`src/include/osc_sel_pkg.sv`:
```
package osc_sel_pkg;
  // ==========================================
  // register map
  localparam logic [7:0]  ADDR_CONTROL   = 8'h00;
  localparam logic [7:0]  ADDR_IRQ_STAT  = 8'h04;
  localparam logic [7:0]  ADDR_IRQ_MASK  = 8'h08;
  localparam logic [7:0]  ADDR_UNLOCK    = 8'h0C;
  // ==========================================
  // unlock sequence keys
  localparam logic [31:0] UNLOCK_KEY1    = 32'hAA99_6655;
  localparam logic [31:0] UNLOCK_KEY2    = 32'h5566_99AA;
  // ==========================================
  // field positions
  localparam int MULT_LSB    = 16;
  localparam int CURRENT_SOURCE_SELECT_LSB    = 12;
  localparam int NEW_SOURCE_SELECT_LSB    = 8;
  localparam int LOCK_BIT    = 7;
  localparam int USB_LK_BIT  = 6;
  localparam int SYS_LK_BIT  = 5;
  localparam int SLEEP_BIT   = 4;
  localparam int FAIL_BIT    = 3;
  localparam int SWITCH_BIT  = 0;
  // ==========================================
  // interrupt status bits
  localparam int EV_FAIL     = 0;
  localparam int EV_SWITCH   = 1;
  localparam int EV_SYS_LOST = 2;
  localparam int EV_WIDTH    = 3;
  // ==========================================
  // reset values
  localparam logic [2:0]  MULT_RESET     = 3'h0;
  localparam logic [31:0] ZERO_WORD      = 32'h0000_0000;
  // ==========================================
  // switch state machine
  typedef enum logic [1:0] {
    SW_IDLE = 2'b00,
    SW_WAIT = 2'b01
  } switch_state_type;
endpackage

```
`src/oscillator_select_control.sv`:
```
// Operation
// - multiplier field bits 18:16 codes map to factors 15..21 and 24
// - current-source field bits 14:12 reports active clock per eight codes
// - new-source field bits 10:8 holds requested source, same encoding
// - any reset loads new-source field from config word one bits 2:0
// - monitor config 1x: selection lock set freezes clock and pll selections
// - monitor config 0x: selections never locked regardless of lock bit
// - bit 6 reads usb pll locked or its start-up timer done
// - bit 5 reads system pll locked or its start-up timer done
// - bit 4 set means wait enters sleep, clear means idle
// - bit 3 set when fail-safe monitor detects a clock failure
// - control writes accepted only after a completed unlock sequence with no other write since; reads in between do not cancel it
// - bits 15 and 11 unimplemented, read zero
`timescale 1ns/1ps
module oscillator_select_control (
  // clock and reset
  input  wire logic        sys_clk_i,
  input  wire logic        rst_n_i,
  // register port
  input  wire logic [7:0]  addr_i,
  input  wire logic [31:0] wdata_i,
  input  wire logic        wr_i,
  input  wire logic        rd_i,
  output logic      [31:0] rdata_o,
  // configuration word
  input  wire logic [2:0]  initial_source_config_i,
  input  wire logic [1:0]  switch_monitor_config_i,
  // oscillator and pll side
  input  wire logic        usb_pll_locked_i,
  input  wire logic        sys_pll_locked_i,
  input  wire logic        clock_failure_i,
  input  wire logic        switch_done_i,
  output logic             switch_req_o,
  output logic      [2:0]  new_source_select_o,
  output logic      [2:0]  current_source_select_o,
  output logic      [4:0]  pll_factor_o,
  output logic             deep_sleep_select_o,
  // interrupt
  output logic             irq_o
);

  localparam int EV_W = osc_sel_pkg::EV_WIDTH;

  // ==========================================
  // control fields
  logic [2:0]  mult_q;
  logic [2:0]  new_source_select_q;
  logic [2:0]  current_source_select_q;
  logic        lock_q;
  logic        sleep_q;
  logic        fail_q;
  logic        usb_lk_q;
  logic        sys_lk_q;
  logic [1:0]  unlock_q;
  logic        cfg_pending_q;
  logic [EV_W-1:0] stat_q;
  logic [EV_W-1:0] mask_q;
  logic [4:0]  factor_d;
  logic        sel_frozen;
  logic        ctl_wr;
  logic [31:0] ctl_word;
  logic [EV_W-1:0] ev;
  osc_sel_pkg::switch_state_type sw_q;

  // ==========================================
  // write gating
  // a stray bus access between keys restarts the unlock sequence
  assign ctl_wr = wr_i && (addr_i == osc_sel_pkg::ADDR_CONTROL) && unlock_q == 2'd2;
  assign sel_frozen = switch_monitor_config_i[1] && lock_q;

  always_ff @(posedge sys_clk_i or negedge rst_n_i) begin
    if (!rst_n_i) begin
      unlock_q <= 2'd0;
    end else if (wr_i && addr_i == osc_sel_pkg::ADDR_UNLOCK &&
                 wdata_i == osc_sel_pkg::UNLOCK_KEY1) begin
      unlock_q <= 2'd1;
    end else if (wr_i && addr_i == osc_sel_pkg::ADDR_UNLOCK &&
                 wdata_i == osc_sel_pkg::UNLOCK_KEY2 && unlock_q == 2'd1) begin
      unlock_q <= 2'd2;
    end else if (wr_i || (rd_i && unlock_q != 2'd2)) begin
      unlock_q <= 2'd0;
    end
  end

  // ==========================================
  // configuration capture after reset release
  // async reset cannot load a port, so the strap is caught on the first edge
  always_ff @(posedge sys_clk_i or negedge rst_n_i) begin
    if (!rst_n_i) begin
      cfg_pending_q <= 1'b1;
    end else begin
      cfg_pending_q <= 1'b0;
    end
  end

  // ==========================================
  // selection fields
  always_ff @(posedge sys_clk_i or negedge rst_n_i) begin
    if (!rst_n_i) begin
      new_source_select_q <= 3'h0;
      mult_q <= osc_sel_pkg::MULT_RESET;
    end else if (cfg_pending_q) begin
      new_source_select_q <= initial_source_config_i;
    end else if (ctl_wr && !sel_frozen) begin
      new_source_select_q <= wdata_i[osc_sel_pkg::NEW_SOURCE_SELECT_LSB +: 3];
      mult_q <= wdata_i[osc_sel_pkg::MULT_LSB +: 3];
    end
  end

  always_ff @(posedge sys_clk_i or negedge rst_n_i) begin
    if (!rst_n_i) begin
      lock_q  <= 1'b0;
      sleep_q <= 1'b0;
    end else if (ctl_wr) begin
      sleep_q <= wdata_i[osc_sel_pkg::SLEEP_BIT];
      if (!lock_q || !switch_monitor_config_i[1]) begin
        lock_q <= wdata_i[osc_sel_pkg::LOCK_BIT];
      end
    end
  end

  // ==========================================
  // clock switch sequencing
  always_ff @(posedge sys_clk_i or negedge rst_n_i) begin
    if (!rst_n_i) begin
      sw_q         <= osc_sel_pkg::SW_IDLE;
      current_source_select_q       <= 3'h0;
      switch_req_o <= 1'b0;
    end else begin
      case (sw_q)
        osc_sel_pkg::SW_IDLE: begin
          if (cfg_pending_q) begin
            current_source_select_q <= initial_source_config_i;
          end else if (ctl_wr && !sel_frozen && wdata_i[osc_sel_pkg::SWITCH_BIT]) begin
            sw_q         <= osc_sel_pkg::SW_WAIT;
            switch_req_o <= 1'b1;
          end
        end
        osc_sel_pkg::SW_WAIT: begin
          if (switch_done_i) begin
            current_source_select_q       <= new_source_select_q;
            switch_req_o <= 1'b0;
            sw_q         <= osc_sel_pkg::SW_IDLE;
          end
        end
        default: begin
          sw_q         <= osc_sel_pkg::SW_IDLE;
          switch_req_o <= 1'b0;
        end
      endcase
    end
  end

  // ==========================================
  // status sampling
  always_ff @(posedge sys_clk_i or negedge rst_n_i) begin
    if (!rst_n_i) begin
      usb_lk_q <= 1'b0;
      sys_lk_q <= 1'b0;
      fail_q   <= 1'b0;
    end else begin
      usb_lk_q <= usb_pll_locked_i;
      sys_lk_q <= sys_pll_locked_i;
      if (clock_failure_i) begin
        fail_q <= 1'b1;
      end
    end
  end

  // ==========================================
  // interrupts: set wins over read-clear
  always_comb begin
    ev = '0;
    ev[osc_sel_pkg::EV_FAIL]     = clock_failure_i && !fail_q;
    ev[osc_sel_pkg::EV_SWITCH]   = (sw_q == osc_sel_pkg::SW_WAIT) && switch_done_i;
    ev[osc_sel_pkg::EV_SYS_LOST] = sys_lk_q && !sys_pll_locked_i;
  end

  always_ff @(posedge sys_clk_i or negedge rst_n_i) begin
    if (!rst_n_i) begin
      stat_q <= '0;
    end else if (rd_i && addr_i == osc_sel_pkg::ADDR_IRQ_STAT) begin
      stat_q <= ev;
    end else begin
      stat_q <= stat_q | ev;
    end
  end

  always_ff @(posedge sys_clk_i or negedge rst_n_i) begin
    if (!rst_n_i) begin
      mask_q <= '0;
    end else if (wr_i && addr_i == osc_sel_pkg::ADDR_IRQ_MASK) begin
      mask_q <= wdata_i[EV_W-1:0];
    end
  end

  always_ff @(posedge sys_clk_i or negedge rst_n_i) begin
    if (!rst_n_i) begin
      irq_o <= 1'b0;
    end else begin
      irq_o <= |(((stat_q | ev) & ~((rd_i && addr_i == osc_sel_pkg::ADDR_IRQ_STAT) ?
                stat_q & ~ev : '0)) & mask_q);
    end
  end

  // ==========================================
  // read path
  always_comb begin
    ctl_word = osc_sel_pkg::ZERO_WORD;
    ctl_word[osc_sel_pkg::MULT_LSB +: 3] = mult_q;
    ctl_word[osc_sel_pkg::CURRENT_SOURCE_SELECT_LSB +: 3] = current_source_select_q;
    ctl_word[osc_sel_pkg::NEW_SOURCE_SELECT_LSB +: 3] = new_source_select_q;
    ctl_word[osc_sel_pkg::LOCK_BIT]      = lock_q;
    ctl_word[osc_sel_pkg::USB_LK_BIT]    = usb_lk_q;
    ctl_word[osc_sel_pkg::SYS_LK_BIT]    = sys_lk_q;
    ctl_word[osc_sel_pkg::SLEEP_BIT]     = sleep_q;
    ctl_word[osc_sel_pkg::FAIL_BIT]      = fail_q;
    ctl_word[osc_sel_pkg::SWITCH_BIT]    = (sw_q == osc_sel_pkg::SW_WAIT);
  end

  always_ff @(posedge sys_clk_i or negedge rst_n_i) begin
    if (!rst_n_i) begin
      rdata_o <= osc_sel_pkg::ZERO_WORD;
    end else if (rd_i) begin
      case (addr_i)
        osc_sel_pkg::ADDR_CONTROL:  rdata_o <= ctl_word;
        osc_sel_pkg::ADDR_IRQ_STAT: rdata_o <= {{(32-EV_W){1'b0}}, stat_q};
        osc_sel_pkg::ADDR_IRQ_MASK: rdata_o <= {{(32-EV_W){1'b0}}, mask_q};
        default:                    rdata_o <= osc_sel_pkg::ZERO_WORD;
      endcase
    end else begin
      rdata_o <= osc_sel_pkg::ZERO_WORD;
    end
  end

  // ==========================================
  // multiplier decode
  always_comb begin
    case (mult_q)
      3'h0:    factor_d = 5'd15;
      3'h1:    factor_d = 5'd16;
      3'h2:    factor_d = 5'd17;
      3'h3:    factor_d = 5'd18;
      3'h4:    factor_d = 5'd19;
      3'h5:    factor_d = 5'd20;
      3'h6:    factor_d = 5'd21;
      default: factor_d = 5'd24;
    endcase
  end

  always_ff @(posedge sys_clk_i or negedge rst_n_i) begin
    if (!rst_n_i) begin
      pll_factor_o            <= 5'd15;
      new_source_select_o     <= 3'h0;
      current_source_select_o <= 3'h0;
      deep_sleep_select_o     <= 1'b0;
    end else begin
      pll_factor_o            <= factor_d;
      new_source_select_o     <= new_source_select_q;
      current_source_select_o <= current_source_select_q;
      deep_sleep_select_o     <= sleep_q;
    end
  end

endmodule

```
`config.mk`:
```
export PLATFORM = sky130hd
export DESIGN_NAME = oscillator_select_control
export DESIGN_NICKNAME = d
export VERILOG_FILES = /design/src/include/osc_sel_pkg.sv /design/src/oscillator_select_control.sv
export SDC_FILE = /design/constraint.sdc
export NUM_CORES = 1
export LEC_CHECK = 0
export BUFFER_PORTS_ARGS = -buffer_cell sky130_fd_sc_hd__buf_2
export CAP_MARGIN = 40
export CELL_PAD_IN_SITES_DETAIL_PLACEMENT = 0
export CELL_PAD_IN_SITES_GLOBAL_PLACEMENT = 1
export CORE_MARGIN = 10
export CORE_UTILIZATION = 33
export DETAILED_ROUTE_END_ITERATION = 8
export HOLD_SLACK_MARGIN = 0.08
export PLACE_DENSITY = 0.83
export SLEW_MARGIN = 5
export SYNTH_ARGS = -nofsm -noshare
export SYNTH_HDL_FRONTEND = slang
export SYNTH_SLANG_ARGS = --single-unit
```
`constraint.sdc`:
```
create_clock -name sys_clk_i -period 1.52 [get_ports sys_clk_i]
set_input_delay 0.304 -clock sys_clk_i [delete_from_list [all_inputs] [get_ports sys_clk_i]]
set_output_delay 0.304 -clock sys_clk_i [all_outputs]
set_load 0.1 [all_outputs]
```
# Yosys cells after proc, flatten, opt, wreduce, memory -nomap -nowiden
# Index checks and enable logic that the tools add are counted.
# totals
reg_bits	71
inputBits	53
output_inout_bits	46
word_cells	100
# op_classes
eq_ne	19
muxes	21
bitwise_logic	7
n_reduce_logical	33
# ops
operator	n
$pmux W19 S3	1
$pmux W5 S7	1
$eq A32 B31 Y1 const B	1
$eq A32 B32 Y1 const B	1
$mux W19	1
$mux W3	6
$eq A8 B4 Y1 const B	2
$logic_and A1 B1 Y1	15
$mux W2	6
$ne A2 B2 Y1 const B	5
$and A3 B3 Y3	3
$eq A3 B3 Y1 const B	3
$eq A8 B3 Y1 const B	1
$logic_not A8 Y1	1
$eq A3 B2 Y1 const B	2
$not A3 Y3	2
$pmux W3 S2	1
$reduce_and A3 Y1	2
$logic_not A1 Y1	5
$eq A2 B1 Y1 const B	2
$pmux W2 S2	1
$reduce_and A2 Y1	2
$reduce_bool A2 Y1	2
$eq A3 B1 Y1 const B	1
10 further kinds	13

# Depth between registers and ports, before layout
# depth
depth_word	9
depth_mapped	5
mapped_depth_nobuf	4

# Worst setup path after synthesis
# Ideal clock, no wire load.
# synth_timing
path_type	input to register
startpoint	input port addr_i[2]
endpoint	register mult_q[0]
setup_time_ns	0.125
t_arrival_ns	1.535
t_required_ns	1.395
path_slack_ns	-0.140
cell_stages	5
path_buffers	1
path_cell_list	buf_6 -> nor4b_4 -> nand3_2 -> or3b_4 -> mux2_4
# synth_between
elab_chain_cells	5
# synth_lines
element	line_no	source
start, declared	oscillator_select_control.sv:20	input wire logic [7:0] addr_i,
$logic_not A8 Y1	oscillator_select_control.sv:68	assign ctl_wr = wr_i && (addr_i == osc_sel_pkg::ADDR_CONTROL) && unlock_q == 2'd2;
$logic_and A1 B1 Y1 (2 in series)	oscillator_select_control.sv:68	
$logic_and A1 B1 Y1	oscillator_select_control.sv:104	end else if (ctl_wr && !sel_frozen) begin
$reduce_and A2 Y1 (no source line)	n/a	
end signal, assigned	oscillator_select_control.sv:101	mult_q <= osc_sel_pkg::MULT_RESET;
end signal, assigned	oscillator_select_control.sv:106	mult_q <= wdata_i[osc_sel_pkg::MULT_LSB +: 3];
end, declared	oscillator_select_control.sv:46	logic [2:0] mult_q;
# No other way between the ends.
# A chain may end at the register's enable or synchronous reset.

# Worst setup path after layout
# layout_timing
startpoint	register unlock_q[0]
endpoint	register mult_q[1]
# layout_between
elab_chain_cells	4
# layout_lines
element	line_no	source
start, declared	oscillator_select_control.sv:54	logic [1:0] unlock_q;
start signal, assigned	oscillator_select_control.sv:73	unlock_q <= 2'd0;
start signal, assigned	oscillator_select_control.sv:76	unlock_q <= 2'd1;
start signal, assigned	oscillator_select_control.sv:79	unlock_q <= 2'd2;
$eq A2 B2 Y1	oscillator_select_control.sv:68	
$logic_and A1 B1 Y1	oscillator_select_control.sv:68	
$logic_and A1 B1 Y1	oscillator_select_control.sv:104	
$reduce_and A2 Y1 (no source line)	n/a	
# No other way between the ends.

==> flow_summary.json <==
{
  "status": "finished with violations",
  "hold_viol": 0,
  "die_w_microns": 105,
  "fp.dieH_microns": 105,
  "clkSinkCount": 54,
  "via_per_inst": 4.52,
  "critPathSlowestCell": "or3b_4",
  "dieArea_sq_mm": 0.0110,
  "synth_edf_count": 0,
  "n_antenna_cell": 0,
  "clock_path_buffers": 2,
  "numCtsBuffers": 5,
  "worstSkewPairLatency_ps": 300,
  "maxCapViolCount": 0,
  "synth_xor_area_frac": 0.00369,
  "clockPowerShare": 0.284,
  "period_needed_ps": 1680,
  "drive_above_1_share": 0.453,
  "drc": 0,
  "synth-main-ff-cell": "dfrtp_1",
  "synthMuxAreaShare": 0.0691,
  "yosysWarnings": 0,
  "multiInputGateArea_sq_um": 931,
  "via_count": 1782,
  "port_buffers": 82,
  "gp_congestion": 0.783,
  "placed_area_sq_mm": 0.00303,
  "final_core_util": 0.460,
  "mostFrequentLayoutCell": "buf_2",
  "power_uw": 2880,
  "ant_nets": 0,
  "synth_top_family_by_area": "simple AND/OR/NAND/NOR gates",
  "cp.arrival_ps": 1870,
  "net-switching-power_uw": 895,
  "post-route-period-util": 1.11,
  "drt_wl_total_microns": 6270,
  "slew_viol_final": 0,
  "cp_top_family": "simple AND/OR/NAND/NOR gates",
  "track_usage": 0.111,
  "ir_drop_mv": 0.381,
  "io_pins": 99,
  "p_leak_uw": 0.00159,
  "firstDrtPassIters": 4,
  "ys_async_sr_fraction": 1.00,
  "cts_tree": "yes",
  "fmax_mhz": 594,
  "worstSetupEndpointType": "register",
  "synth-compound-area-share": 0.0696,
  "worstHoldPathType": "in -> reg",
  "synth.avg_cell_area_sq_um": 12.5,
  "yosysSeqAreaShare": 0.572,
  "grt_pass1_vias": 1885,
  "cp-start-kind": "register",
  "critPathKind": "reg -> reg",
  "crit_fanout": 4,
  "start_util": 0.343,
  "rsz0062_at_grt": "yes",
  "grt_max_degree": 25,
  "grt_first_pass_wirelength_microns": 9890,
  "area_delta_synth_final_pct": 34.0,
  "nFillCells": 680,
  "fin_skew_ps": 3.76,
  "synth_adder_area_share": 0,
  "path_cells": "nor4b_4 -> nand3_2 -> or3b_4 -> mux2_4",
  "htree_levels": 2,
  "gr-total-overflow": 0,
  "p_seq_frac": 0.525,
  "final-seq-area_sq_mm": 0.00136,
  "final_nets": 350,
  "clk_pin_slew_worst_paths_ps": 90,
  "p_per_area_mw_per_mm2": 906,
  "cp_num_buf_inv": 0,
  "synthCells": 190,
  "layout_setup_ws_ps": -164,
  "wl_per_cell_microns": 15.9,
  "stdcell_area_sq_mm": 0.00318,
  "core_area_sq_mm": 0.00691,
  "ys_types": 45,
  "drtIter0Drc": 66,
  "p_comb_frac": 0.191,
  "hpwl_microns": 5100,
  "synth-simple-area-share": 0.219,
  "violations": "negative setup slack",
  "hold_slack_ps": 101,
  "p_int_uw": 1980,
  "cts_root_buffer": "clkbuf_8",
  "netSwitchingFraction": 0.311,
  "most-common-layout-cells": "buf_2 (78), dfrtp_1 (48), buf_4 (19)",
  "required_ps": 1710,
  "setup_viol": 7,
  "critical-path-max-stage-delay_ps": 440,
  "antenna_found_initial": 0,
  "num_rows": 30,
  "ys_ff_latch": 54,
  "synth_area_sq_mm": 0.00237
}
==> registers in the layout (all words and copies together) (netlist names) <==
| register | count |
|---|---|
| cfg_pending_q | 1 |
| current_source_select_o | 3 |
| current_source_select_q | 3 |
| deep_sleep_select_o | 1 |
| fail_q | 1 |
| irq_o | 1 |
| lock_q | 1 |
| mask_q | 3 |
| mult_q | 3 |
| new_source_select_o | 3 |
| new_source_select_q | 3 |
| pll_factor_o | 5 |
| rdata_o | 17 |
| sleep_q | 1 |
| stat_q | 3 |
| switch_req_o | 1 |
| sys_lk_q | 1 |
| unlock_q | 2 |
| usb_lk_q | 1 |
==> per-layer routing <==
layer	up-vias	global-route usage	part of all wire
li1	863	-	-
met1	842	0.132	0.42
met4	0	0.0353	0.011
met3	6	0.0442	0.086
met2	71	0.181	0.48
met5	-	0	0
==> Yosys cell counts (2+ instances only) <==
| cell type | count | share of area |
|---|---|---|
| nand2_1 | 7 | 0.011 |
| o21ai_0 | 7 | 0.015 |
| inv_1 | 5 | 0.0079 |
| nor3b_1 | 2 | 0.0063 |
| mux2i_1 | 4 | 0.017 |
| mux2_4 | 3 | 0.019 |
| nand4_1 | 5 | 0.013 |
| nand2b_1 | 3 | 0.0079 |
| nand3b_1 | 3 | 0.0095 |
| mux2_2 | 7 | 0.033 |
| buf_4 | 15 | 0.047 |
| nor2_1 | 6 | 0.0095 |
| or2_2 | 2 | 0.0053 |
| clkbuf_1 | 3 | 0.0047 |
| nor2b_1 | 2 | 0.0053 |
| and2_1 | 12 | 0.032 |
| nor4bb_1 | 11 | 0.046 |
| o211ai_1 | 3 | 0.0095 |
| nand3_1 | 4 | 0.0084 |
| dfstp_2 | 5 | 0.055 |
| nor4_1 | 3 | 0.0079 |
| o21a_1 | 4 | 0.013 |
| o31ai_1 | 2 | 0.0063 |
| a22oi_1 | 2 | 0.0063 |
| dfrtp_1 | 49 | 0.52 |
| a22o_1 | 2 | 0.0074 |
==> path summary, 6_finish.rpt <==
check                                       from                  end  slack, ps  cells past startpoint
worst max-delay path                 unlock_q[0]            mult_q[1]       -160                      4
worst min-delay path            usb_pll_locked_i             usb_lk_q        100                      1
worst max register to register       unlock_q[0]            mult_q[1]       -160                      4
worst min register to register           sleep_q  deep_sleep_select_o        420                      0
max in group asynchronous                rst_n_i      pll_factor_o[3]        470                      3
min in group asynchronous                rst_n_i           rdata_o[6]        450                      2
==> repair_timing <==
action | 4_1_cts | 5_1_grt
hold endpoints to repair | 15 | 0
hold buffers | 1 | 0
cloned | 0 | 0
setup buffers | 2 | 1
gates resized for setup | 1 | 2
pin swaps | 1 | 1
setup endpoints to repair | 6 | 7
==> per-stage QoR <==
step                std cells  setup TNS (ps)  setup slack [ps]
floorplan                 205            -412              -137
global placement          382           -3180              -222
detailed placement        382           -4140              -264
CTS                       393            -855              -150
global route              394           -1380              -225
finish                    394            -900              -164
==> power groups by stage <==
stage          Combinational [uW]  Sequential (uW)  Clock [uW]
4_1_cts                       553             1510         850
5_1_grt                       583             1520         893
6_report                      550             1510         818
2_1_floorplan                 280             1660           0
3_3_place_gp                  542             1540           0
3_5_place_dp                  549             1540           0
==> final cells by class <==
class                   instances  share of cell area
clock buffers                   6              0.0260
clock inverters                 2             0.00394
inverters                       5             0.00591
multi-input cells             127               0.293
flip-flops and latches         54               0.428
well taps                      96              0.0378
repair buffers                104               0.206
==> kinds of logic after synthesis <==
kind of cell,count (synthesis)
other,1
flip-flops,54
AND/OR/NAND/NOR,72
XOR/XNOR,1
multiplexers,14
buffers and inverters,24
AO/OA/AOI/OAI,24
Note: power is estimated with default switching activity, not from simulation.
